<file path="src/common/cio_regs.svh">
// register offsets, field positions and reset values of the configurable i/o port bank
`ifndef CIO_REGS_SVH
`define CIO_REGS_SVH

// each port owns a 16-byte slot; port index sits in address bits 6:4
`define CIO_OFS_CFG 4'h0
`define CIO_OFS_DAT 4'h4
`define CIO_OFS_PIN 4'h8

// analog routing control words above the port slots
`define CIO_ADR_ANA_EN 8'h80
`define CIO_ADR_ALT 8'h84

// fields of the alternate-function word
`define CIO_ALT_B5_MUX 0
`define CIO_ALT_B6_MUX 1
`define CIO_ALT_B7_DIR 2

// port slots that carry converter channels
`define CIO_PORT_ANA_LO 0
`define CIO_PORT_ANA_HI 1

// reset values: every pin starts as a high-impedance input
`define CIO_RST_CFG 8'h00
`define CIO_RST_DAT 8'h00
`define CIO_RST_ANA 16'h0000
`define CIO_RST_ALT 3'h0

`endif

</file>
<file path="src/common/cio_pkg.sv">
// types shared by the configurable i/o port bank
package cio_pkg;

  // which register of a port slot an address selects
  typedef enum logic [1:0] {
    CIO_REG_CFG = 2'b00,
    CIO_REG_DAT = 2'b01,
    CIO_REG_PIN = 2'b10,
    CIO_REG_NONE = 2'b11
  } cio_reg_t;

  // result of decoding a bus address
  typedef struct packed {
    logic [2:0] port;
    cio_reg_t kind;
  } cio_dec_t;

endpackage

</file>
<file path="src/rtl/cio_port_bank.sv">
// bank of configurable i/o ports behind a classic wishbone slave
`timescale 1ns/100ps
`include "cio_regs.svh"

module cio_port_bank #(
  parameter int NFULL = 6,
  parameter int NARROW_W = 4
) (
  input wire logic clk_i,
  input wire logic rst_i,
  input wire logic wb_cyc_i,
  input wire logic wb_stb_i,
  input wire logic wb_we_i,
  input wire logic [7:0] wb_adr_i,
  input wire logic [3:0] wb_sel_i,
  input wire logic [31:0] wb_dat_i,
  output logic [31:0] wb_dat_o,
  output logic wb_ack_o,
  input wire logic [NFULL*8+NARROW_W-1:0] gpio_in_i,
  output logic [NFULL*8+NARROW_W-1:0] gpio_out_o,
  output logic [NFULL*8+NARROW_W-1:0] gpio_oe_o,
  output logic [NFULL*8+NARROW_W-1:0] gpio_pu_o,
  output logic [15:0] adc_chan_en_o,
  output logic adc_direct_en_o,
  output logic [1:0] amux_out_en_o
);

  localparam int NPORT = NFULL + 1;

  logic ack_q;
  logic [31:0] rdat_q;
  logic [31:0] rdata_d;
  logic [15:0] ana_q;
  logic [2:0] alt_q;
  logic [15:0] chan_q;
  logic dir_q;
  logic [1:0] amux_q;
  logic req;
  logic wr_go;
  cio_pkg::cio_dec_t dec;
  logic [NPORT-1:0] cfg_we_v;
  logic [NPORT-1:0] dat_we_v;
  logic [7:0] cfg_a [NPORT];
  logic [7:0] dat_a [NPORT];
  logic [7:0] pin_a [NPORT];
  logic [7:0] ana_mask [NPORT];

  // map an address onto a port slot and register kind
  function automatic cio_pkg::cio_dec_t cio_decode(input logic [7:0] a);
    cio_pkg::cio_dec_t d;
    d.port = a[6:4];
    d.kind = cio_pkg::CIO_REG_NONE;
    if (!a[7] && (a[6:4] <= 3'(NFULL))) begin
      if (a[3:0] == `CIO_OFS_CFG) begin
        d.kind = cio_pkg::CIO_REG_CFG;
      end else if (a[3:0] == `CIO_OFS_DAT) begin
        d.kind = cio_pkg::CIO_REG_DAT;
      end else if (a[3:0] == `CIO_OFS_PIN) begin
        d.kind = cio_pkg::CIO_REG_PIN;
      end
    end
    return d;
  endfunction

  // request seen, and write committed at the edge where ack is high
  assign req = wb_cyc_i & wb_stb_i;
  assign wr_go = req & wb_we_i & ack_q & wb_sel_i[0];
  assign dec = cio_decode(wb_adr_i);

  // per-port write strobes; only the addressed register of one port moves
  always_comb begin
    for (int p = 0; p < NPORT; p++) begin
      cfg_we_v[p] = wr_go && (dec.kind == cio_pkg::CIO_REG_CFG) && (dec.port == 3'(p));
      dat_we_v[p] = wr_go && (dec.kind == cio_pkg::CIO_REG_DAT) && (dec.port == 3'(p));
    end
  end

  // analog channel enables, one bit per converter channel
  always_ff @(posedge clk_i) begin
    if (rst_i) begin
      ana_q <= `CIO_RST_ANA;
    end else if (req && wb_we_i && ack_q && (wb_adr_i == `CIO_ADR_ANA_EN)) begin
      if (wb_sel_i[0]) begin
        ana_q[7:0] <= wb_dat_i[7:0];
      end
      if (wb_sel_i[1]) begin
        ana_q[15:8] <= wb_dat_i[15:8];
      end
    end
  end

  // alternate analog uses of the second analog port
  always_ff @(posedge clk_i) begin
    if (rst_i) begin
      alt_q <= `CIO_RST_ALT;
    end else if (wr_go && (wb_adr_i == `CIO_ADR_ALT)) begin
      alt_q <= wb_dat_i[2:0];
    end
  end

  // which pins are handed to the converter; their digital drivers go off
  always_comb begin
    for (int p = 0; p < NPORT; p++) begin
      ana_mask[p] = 8'h00;
    end
    ana_mask[`CIO_PORT_ANA_LO] = ana_q[7:0];
    ana_mask[`CIO_PORT_ANA_HI] = ana_q[15:8] |
      {alt_q[`CIO_ALT_B7_DIR], alt_q[`CIO_ALT_B6_MUX], alt_q[`CIO_ALT_B5_MUX], 5'h00};
  end

  // converter side controls, registered
  always_ff @(posedge clk_i) begin
    if (rst_i) begin
      chan_q <= 16'h0000;
      dir_q <= 1'b0;
      amux_q <= 2'h0;
    end else begin
      chan_q <= ana_q;
      dir_q <= alt_q[`CIO_ALT_B7_DIR];
      amux_q <= {alt_q[`CIO_ALT_B6_MUX], alt_q[`CIO_ALT_B5_MUX]};
    end
  end

  assign adc_chan_en_o = chan_q;
  assign adc_direct_en_o = dir_q;
  assign amux_out_en_o = amux_q;

  // six full ports then the narrow one at the top of the pin vector
  for (genvar p = 0; p < NPORT; p++) begin : g_port
    localparam int W = (p == NFULL) ? NARROW_W : 8;
    localparam int LSB = p * 8;
    logic [W-1:0] cfg_w;
    logic [W-1:0] dat_w;
    logic [W-1:0] pin_w;
    cio_port #(.W(W)) u_port (
      .clk_i(clk_i),
      .rst_i(rst_i),
      .cfg_we_i(cfg_we_v[p]),
      .dat_we_i(dat_we_v[p]),
      .wdata_i(wb_dat_i[W-1:0]),
      .ana_i(ana_mask[p][W-1:0]),
      .pad_in_i(gpio_in_i[LSB+W-1:LSB]),
      .cfg_o(cfg_w),
      .dat_o(dat_w),
      .pin_o(pin_w),
      .pad_out_o(gpio_out_o[LSB+W-1:LSB]),
      .pad_oe_o(gpio_oe_o[LSB+W-1:LSB]),
      .pad_pu_o(gpio_pu_o[LSB+W-1:LSB])
    );
    // narrow port reads zero in its missing upper bits
    assign cfg_a[p] = 8'(cfg_w);
    assign dat_a[p] = 8'(dat_w);
    assign pin_a[p] = 8'(pin_w);
  end

  // read data selection
  always_comb begin
    rdata_d = 32'h00000000;
    if (dec.kind == cio_pkg::CIO_REG_CFG) begin
      rdata_d = {24'h000000, cfg_a[dec.port]};
    end else if (dec.kind == cio_pkg::CIO_REG_DAT) begin
      rdata_d = {24'h000000, dat_a[dec.port]};
    end else if (dec.kind == cio_pkg::CIO_REG_PIN) begin
      rdata_d = {24'h000000, pin_a[dec.port]};
    end else if (wb_adr_i == `CIO_ADR_ANA_EN) begin
      rdata_d = {16'h0000, ana_q};
    end else if (wb_adr_i == `CIO_ADR_ALT) begin
      rdata_d = {29'h00000000, alt_q};
    end
  end

  // bus answer: ack one cycle after the request, dropped the cycle after
  always_ff @(posedge clk_i) begin
    if (rst_i) begin
      ack_q <= 1'b0;
    end else begin
      ack_q <= req & ~ack_q;
    end
  end

  // read data captured with the ack
  always_ff @(posedge clk_i) begin
    if (rst_i) begin
      rdat_q <= 32'h00000000;
    end else if (req && !ack_q) begin
      rdat_q <= rdata_d;
    end
  end

  assign wb_ack_o = ack_q;
  assign wb_dat_o = rdat_q;

  // helper flags for the checks below
  logic rd_narrow;
  logic rd_unmapped;
  assign rd_narrow = req && !wb_we_i && !ack_q && (dec.kind != cio_pkg::CIO_REG_NONE) &&
    (dec.port == 3'(NFULL));
  assign rd_unmapped = req && !ack_q && (dec.kind == cio_pkg::CIO_REG_NONE) &&
    (wb_adr_i != `CIO_ADR_ANA_EN) && (wb_adr_i != `CIO_ADR_ALT);

  // a fresh request is answered at the next edge
  a_ack_next_cycle: assert property (@(posedge clk_i) disable iff (rst_i)
    (req && !wb_ack_o) |=> wb_ack_o)
    else $error("request not acknowledged one cycle later");

  // ack never stands two cycles
  a_ack_single_pulse: assert property (@(posedge clk_i) disable iff (rst_i)
    wb_ack_o |=> !wb_ack_o)
    else $error("ack held longer than one cycle");

  // unmapped addresses answer with zero data
  a_unmapped_reads_zero: assert property (@(posedge clk_i) disable iff (rst_i)
    rd_unmapped |=> (wb_ack_o && (wb_dat_o == 32'h00000000)))
    else $error("unmapped read returned data");

  // narrow port returns only its low bits
  a_narrow_upper_zero: assert property (@(posedge clk_i) disable iff (rst_i)
    rd_narrow |=> (wb_dat_o[31:NARROW_W] == '0))
    else $error("narrow port read has upper bits set");

  // a write to another port leaves the first port's configuration alone
  a_other_port_kept: assert property (@(posedge clk_i) disable iff (rst_i)
    ((|cfg_we_v) && !cfg_we_v[0]) |=> $stable(cfg_a[0]))
    else $error("config of an unaddressed port changed");

  // configuration write to port 1 lands in that port and reads back
  a_cfg_write_lands: assert property (@(posedge clk_i) disable iff (rst_i)
    cfg_we_v[1] |=> (cfg_a[1] == $past(wb_dat_i[7:0])))
    else $error("config write not stored");

  // enabled channel 3 takes its pin from the digital driver one cycle later
  a_chan_low_order: assert property (@(posedge clk_i) disable iff (rst_i)
    ana_q[3] |=> (adc_chan_en_o[3] && !gpio_oe_o[3] && !gpio_pu_o[3]))
    else $error("channel 3 not routed from pin 3");

  // direct converter input frees the top pin of the second analog port
  a_direct_input_pin: assert property (@(posedge clk_i) disable iff (rst_i)
    alt_q[`CIO_ALT_B7_DIR] |=> (adc_direct_en_o && !gpio_oe_o[15]))
    else $error("direct converter input still driven");

  // the bit-6 multiplexer output pin (pin 14) carries no digital drive or pull-up
  a_mux_out_pins: assert property (@(posedge clk_i) disable iff (rst_i)
    alt_q[`CIO_ALT_B6_MUX] |=> (amux_out_en_o[1] && !gpio_oe_o[14] && !gpio_pu_o[14]))
    else $error("mux output pin still driven");

  // main scenarios
  c_cfg_write: cover property (@(posedge clk_i) disable iff (rst_i) |cfg_we_v);
  c_pin_read: cover property (@(posedge clk_i) disable iff (rst_i)
    req && !wb_we_i && (dec.kind == cio_pkg::CIO_REG_PIN) ##1 wb_ack_o);
  c_push_pull_one: cover property (@(posedge clk_i) disable iff (rst_i)
    gpio_oe_o[0] && gpio_out_o[0]);
  c_analog_on: cover property (@(posedge clk_i) disable iff (rst_i) |adc_chan_en_o);

endmodule

</file>
<file path="src/rtl/cio_port.sv">
// one i/o port: configuration, output data and sampled pin registers plus pad drive
`timescale 1ns/100ps
`include "cio_regs.svh"

module cio_port #(
  parameter int W = 8
) (
  input wire logic clk_i,
  input wire logic rst_i,
  input wire logic cfg_we_i,
  input wire logic dat_we_i,
  input wire logic [W-1:0] wdata_i,
  input wire logic [W-1:0] ana_i,
  input wire logic [W-1:0] pad_in_i,
  output logic [W-1:0] cfg_o,
  output logic [W-1:0] dat_o,
  output logic [W-1:0] pin_o,
  output logic [W-1:0] pad_out_o,
  output logic [W-1:0] pad_oe_o,
  output logic [W-1:0] pad_pu_o
);

  logic [W-1:0] cfg_q;
  logic [W-1:0] dat_q;
  logic [W-1:0] pin_q;
  logic [W-1:0] out_q;
  logic [W-1:0] oe_q;
  logic [W-1:0] pu_q;

  // configuration bits, one per pin, written as a whole byte
  always_ff @(posedge clk_i) begin
    if (rst_i) begin
      cfg_q <= W'(`CIO_RST_CFG);
    end else if (cfg_we_i) begin
      cfg_q <= wdata_i;
    end
  end

  // output data bits
  always_ff @(posedge clk_i) begin
    if (rst_i) begin
      dat_q <= W'(`CIO_RST_DAT);
    end else if (dat_we_i) begin
      dat_q <= wdata_i;
    end
  end

  // pin levels sampled every cycle; analog pins read whatever the pad shows
  always_ff @(posedge clk_i) begin
    if (rst_i) begin
      pin_q <= '0;
    end else begin
      pin_q <= pad_in_i;
    end
  end

  // pad mode per bit from its own config, data and analog mask bits only
  always_ff @(posedge clk_i) begin
    if (rst_i) begin
      out_q <= '0;
      oe_q <= '0;
      pu_q <= '0;
    end else begin
      out_q <= dat_q;
      oe_q <= cfg_q & ~ana_i;
      pu_q <= ~cfg_q & dat_q & ~ana_i;
    end
  end

  assign cfg_o = cfg_q;
  assign dat_o = dat_q;
  assign pin_o = pin_q;
  assign pad_out_o = out_q;
  assign pad_oe_o = oe_q;
  assign pad_pu_o = pu_q;

  // a digital push-pull pin drives exactly its data bit
  a_push_pull_drive: assert property (@(posedge clk_i) disable iff (rst_i)
    ##1 ((pad_oe_o & pad_out_o) == ($past(cfg_q & ~ana_i) & $past(dat_q))))
    else $error("push-pull pin does not follow its data bit");

  // pull-up only on an input pin whose data bit is one, never with the driver on
  a_pull_up_mode: assert property (@(posedge clk_i) disable iff (rst_i)
    ##1 ((pad_pu_o == $past(~cfg_q & dat_q & ~ana_i)) && ((pad_pu_o & pad_oe_o) == '0)))
    else $error("weak pull-up in the wrong mode");

endmodule

</file>
<file path="config.mk">
export PLATFORM = sky130hd
export DESIGN_NAME = cio_port_bank
export DESIGN_NICKNAME = d
export VERILOG_FILES = /design/src/common/cio_pkg.sv /design/src/rtl/cio_port_bank.sv /design/src/rtl/cio_port.sv
export VERILOG_INCLUDE_DIRS = /design/src /design/src/common
export SDC_FILE = /design/constraint.sdc
export NUM_CORES = 1
export LEC_CHECK = 0
export BUFFER_PORTS_ARGS = -buffer_cell sky130_fd_sc_hd__buf_2
export CORE_ASPECT_RATIO = 1.4
export CORE_MARGIN = 2
export CORE_UTILIZATION = 40
export CTS_CLUSTER_DIAMETER = 60
export DETAILED_ROUTE_END_ITERATION = 8
export PLACE_DENSITY = 0.69
export SETUP_SLACK_MARGIN = 0.4
export SLEW_MARGIN = 20
export SYNTH_ARGS = -nofsm -noshare
export SYNTH_HDL_FRONTEND = slang
export SYNTH_SLANG_ARGS = --single-unit
export TNS_END_PERCENT = 50
</file>
<file path="constraint.sdc">
create_clock -name clk_i -period 2.05 [get_ports clk_i]
set_input_delay 0.3075 -clock clk_i [delete_from_list [all_inputs] [get_ports clk_i]]
set_output_delay 0.3075 -clock clk_i [all_outputs]
set_load 0.01 [all_outputs]
</file>
# --- After elaboration in Yosys (flattened, before gate mapping) ---
# Cells that the tools add are included.
# W data, S select, Z words.
op_classes:
  magnitude_cmp: 2
  n_eq_ne: 12
  n_mux: 18
  bitwise: 28
  n_reduce_logical: 29
ops:
  columns: ["op", "n"]
  rows:
  - ["$and A8 B8 Y8", 10]
  - ["$bmux W8 S3", 3]
  - ["$mux W16", 4]
  - ["$not A8 Y8", 8]
  - ["$mux W8", 6]
  - ["$logic_and A1 B1 Y1", 22]
  - ["$eq A8 B8 Y1 const B", 2]
  - ["$eq A3 B3 Y1 const B", 3]
  - ["$or A8 B8 Y8", 1]
  - ["$eq A3 B2 Y1 const B", 2]
  - ["$mux W2", 3]
  - ["$and A1 B1 Y1", 5]
  - ["$and A4 B4 Y4", 1]
  - ["$eq A4 B3 Y1 const B", 1]
  - ["$eq A4 B4 Y1 const B", 1]
  - ["$ge A4 B4 Y1 const B", 1]
  - ["$logic_not A4 Y1", 1]
  - ["$not A3 Y4", 1]
  - ["$not A4 Y4", 1]
  - ["$reduce_and A2 Y1", 2]
  - ["$eq A3 B1 Y1 const B", 1]
  - ["$le A3 B3 Y1 const B", 1]
  - ["$logic_not A3 Y1", 1]
  - ["$mux W3", 1]
  - ["6 further kinds", 7]
totals:
  reg_bits: 383
  wordCells: 139

# --- Logic depth before layout (Yosys ltp) ---
depth:
  ltp_word: 9
  depth_mapped: 8
  depth_no_buf: 5

# --- By module ---
# Synthesis repeated with hierarchy kept, for this count alone.
hier_totals:
  cells_unflattened: 1162
  area_unflattened_um2: 13984.7
modules_own_cells:
  columns: ["mod", "instances", "cells_each", "area_each_um2", "seq_area_each_um2"]
  rows:
  - ["cio_port (g_port[0].u_port ...)", 6, 119, 1596.5, 960.9]
  - ["cio_port_bank", 1, 388, 3636.0, 1101.1]
  - ["cio_port (g_port[6].u_port)", 1, 60, 769.5, 480.5]

# --- Worst setup path before layout ---
# Ideal clock, no wire load.
synth_path:
  path_type: "input to register"
  from: "in wb_adr_i[2]"
  to: "reg g_port[1].u_port.cfg_q[4]"
  setup_ns: 0.128
  arrival_time_ns: 2.001
  slack_ns: -0.079
  path_stages: 7
  cell_sequence: "buf_6 > or3_4 > or3_1 > buf_6 > nor4_4 > mux2i_1 > nor2_1"
synth_between:
  elab_chain_cells: 8
  word_cells_on_any_way: 10
synth_rtl:
  columns: ["item", "line", "text"]
  rows:
  - ["from (decl)", "cio_port_bank.sv:14", "input wire logic [7:0] wb_adr_i,"]
  - ["$eq A4 B4 Y1 (no line)", null, null]
  - ["$mux W1", "cio_port_bank.sv:58", "end else if (a[3:0] == `CIO_OFS_PIN) begin"]
  - ["$mux W2", "cio_port_bank.sv:56", "end else if (a[3:0] == `CIO_OFS_DAT) begin"]
  - ["$mux W2 (*)", "cio_port_bank.sv:54", "if (a[3:0] == `CIO_OFS_CFG) begin"]
  - ["$mux W2 (*)", "cio_port_bank.sv:53", "if (!a[7] && (a[6:4] <= 3'(NFULL))) begin"]
  - ["$logic_not A2 Y1 (*)", "cio_port_bank.sv:73", "cfg_we_v[p] = wr_go && (dec.kind == cio_pkg::CIO_REG_CFG) && (dec.port == 3'(p));"]
  - ["$logic_and A1 B1 Y1 (*) (2 in a row)", "cio_port_bank.sv:73", null]
  - ["to (signal assigned)", "cio_port.sv:33", "cfg_q <= W'(`CIO_RST_CFG);"]
  - ["to (signal assigned)", "cio_port.sv:35", "cfg_q <= wdata_i;"]
  - ["to (decl)", "cio_port.sv:23", "logic [W-1:0] cfg_q;"]
# Mark *: on every way between the ends. The rest lies on a longest branch, timed or not.
# A chain may end at the register's enable or synchronous reset.

# --- Worst setup path after layout ---
layout_path:
  from: "in wb_adr_i[1]"
  to: "reg g_port[1].u_port.cfg_q[4]"
# Same word-level chain as after synthesis.

==> flow_summary.toml <==
[clock_network]
clkSlewWorstSetupHoldPaths_ns = 0.07
tritoncts = "done"
clockBufferDepth = 3
cts_buffers = 36
clock_latency_ns = 0.53
cts_num_sinks = 367
htreeDepth = 2
clockRootBuffer = "clkbuf_16"

[detailed_routing]
drtIter0Drc = 580
totalWireLength_mm = 39.1
via_per_inst = 5.09
routed-wl-met3_mm = 2.19
top_layer = "met5"
num_vias = 9958
drtPass1Iterations = 5
drc = 0
wl_met1_mm = 15.5
wire_per_inst_um = 20.0
ant_nets = 0
wl_met2_mm = 19.4

[finish]
synthToLayoutAreaGrowth_pct = 30.7
layout_common_cells = "dfxtp_1 (366), buf_2 (273), nor2b_1 (192), nor2_1 (112), mux2i_1 (101)"
layout.nets = 1634
layout-drive-gt1-share_pct = 30.4
final_common_cell = "dfxtp_1"

[timing]
tns_ns = 0
rsz0062_at_grt = "true"
whs_ns = 0.00950
worst_slew_margin_rel_pct = 58.8
skew_ns = 0.00951
setup_viol = 0
drv_slew = 0
hold_violations = 0
tightest_slew_ns = 0.610
min_period_ns = 1.69
post-route-period-util_pct = 82.7
max_clock_freq_mhz = 590

[pwr]
powerDensity_nw_per_um2 = 863
vdd_drop_max_mv = 0.626
leakage_nw = 7.26

[yosys]
ys_seq_area_share_pct = 56.8
synth_edf_count = 0
yosysWarnings = 0
synth_area_per_cell_sq_um = 10.9
syn-instance-count = 1187
synthDominantCellAreaShare_pct = 56.8
async_flop_share_pct = 0
synth_ff_type = "dfxtp_1"
synth_area_leader_cell = "dfxtp_1"
synth_area_leaders = "dfxtp_1 (57%), nor2b_1 (9.3%), mux2i_1 (7.9%), mux4_2 (3.7%), nor2_1 (3.3%)"
synth_cell_types = 47
ys_seq_elements = 367
synth_area_sq_um = 12900

[placed_design]
gp_congestion = 0.890
place_hpwl_mm = 28.7
portBuffers = 274

[global_route]
gr-total-overflow = 0
antenna_found_initial = 4
grt_max_degree = 63
grt_pass1_vias = 9973
grt_pass1_wl_mm = 58.4
grtUsageTotal_pct = 22.7

[die]
fp.dieArea_sq_um = 33800
ios = 309
die_x_um = 156
start_util_pct = 40.8
die_h_um = 217
coreArea_sq_um = 31700
rows = 77

[critical_path]
cp_max_fo = 8
start_kind = "input port"
criticalPathCategory = "in2reg"
critPathCaptureType = "flip-flop"
worst_ep_arrival_time_ns = 2.09
crit_required_ns = 2.45
r2r_slack_ns = 0.36

[hold_path]
min_path_type = "in2reg"

[status]
status = "complete, no violations"

[flow_run]
drv_cap = 0
==> path summary, 6_finish.rpt <==
kind | end | depth (start not counted) | start
setup / recovery | g_port[1].u_port.cfg_o[4] | 8 | wb_adr_i[1]
hold reg to reg | g_port[4].u_port.pad_pu_o[3] | 1 | g_port[4].u_port.cfg_o[3]
setup reg to reg | alt_q[0] | 7 | wb_ack_o
hold / removal | g_port[3].u_port.pin_o[6] | 2 | gpio_in_i[30]
==> final cells by class <==
type,count,area [sq um]
Fill cell,2740,14800
Sequential cell,367,7350
Multi-Input combinational cell,734,5290
Timing Repair Buffer,388,2570
Clock buffer,51,1020
Tap cell,395,494
Clock inverter,12,148
Inverter,6,22.5
Antenna cell,4,10.0
==> worst max-delay path, cell delays in order <==
cell     delay, ns
buf_2         0.11
or3_4         0.38
or3_4         0.36
buf_8         0.17
nor4_4        0.33
buf_12        0.18
mux2i_2       0.20
nor2_1        0.05
==> synth_stat cells (5+ instances only) <==
cell / count
a211oi_1: 8
nand3_1: 8
nand2_1: 26
a22oi_1: 19
clkbuf_1: 61
nor2_1: 112
o22ai_1: 5
inv_1: 5
o31ai_1: 16
nand2b_1: 10
buf_2: 9
mux4_2: 21
nor4b_1: 16
nor3b_1: 15
o21ai_0: 62
a21oi_1: 19
buf_4: 18
nor2b_1: 192
dfxtp_1: 367
o41ai_1: 20
mux2i_1: 102
buf_1: 6
mux2_2: 10
nor4_4: 6
nor3_1: 11
==> registers in the layout, indices dropped and copies added (netlist names) <==
name / count
g_port.u_port.pad_out_o: 52
g_port.u_port.pad_pu_o: 52
g_port.u_port.cfg_o: 52
ana_q: 16
wb_ack_o: 1
adc_chan_en_o: 16
alt_q: 3
amux_out_en_o: 2
adc_direct_en_o: 1
g_port.u_port.pin_o: 52
wb_dat_o: 16
g_port.u_port.pad_oe_o: 52
g_port.u_port.dat_o: 52
==> power by group <==
| part | total [mW] | internal [mW] | switching (mW) | leakage [nW] |
|---|---|---|---|---|
| registers | 7.21 | 7.19 | 0.0182 | 2.97 |
| logic | 0.769 | 0.324 | 0.444 | 3.72 |
| clock network | 6.60 | 3.86 | 2.74 | 0.573 |
==> kinds of logic (layout without fill, tap and decap cells) <==
family	count (synthesis)	count (layout)	share of synthesized area [%]
simple gates	422	423	18.9
flops	367	367	56.8
compound gates	162	162	8.11
mux	133	133	12.4
buf+inv	102	457	3.69
other cells	1	20	0.0290
==> repair_timing <==
item                                    4_1_cts  5_1_grt
cloned                                        1        0
hold buffers                                 32        0
endpoints found under the hold margin        32        0
setup buffers                                 1        1
gates resized for setup                       9       14
endpoints found under the setup margin      110       85
pin swaps                                     5        3
==> routing by layer <==
metal / global-route usage, % / vias to the layer above
li1: - / 4775
met1: 26.6 / 4738
met2: 39.5 / 349
met3: 4.14 / 94
met4: 11.7 / 2
met5: 0 / -
==> metrics by stage <==
step           setup slack (ns)  cells  total power, mW  utilization, %  area (sq um)
6_report                  0.356   1957             14.6            53.3         16900
5_1_grt                   0.291   1955             15.0            53.3         16900
4_1_cts                   0.377   1952             14.7            53.0         16800
3_5_place_dp             -0.181   1855             8.08            48.2         15300
3_3_place_gp             -0.157   1855             8.07            48.2         15300
2_1_floorplan           -0.0110   1202             7.77               -         13100
No activity file was read; power rests on OpenSTA's default activity.
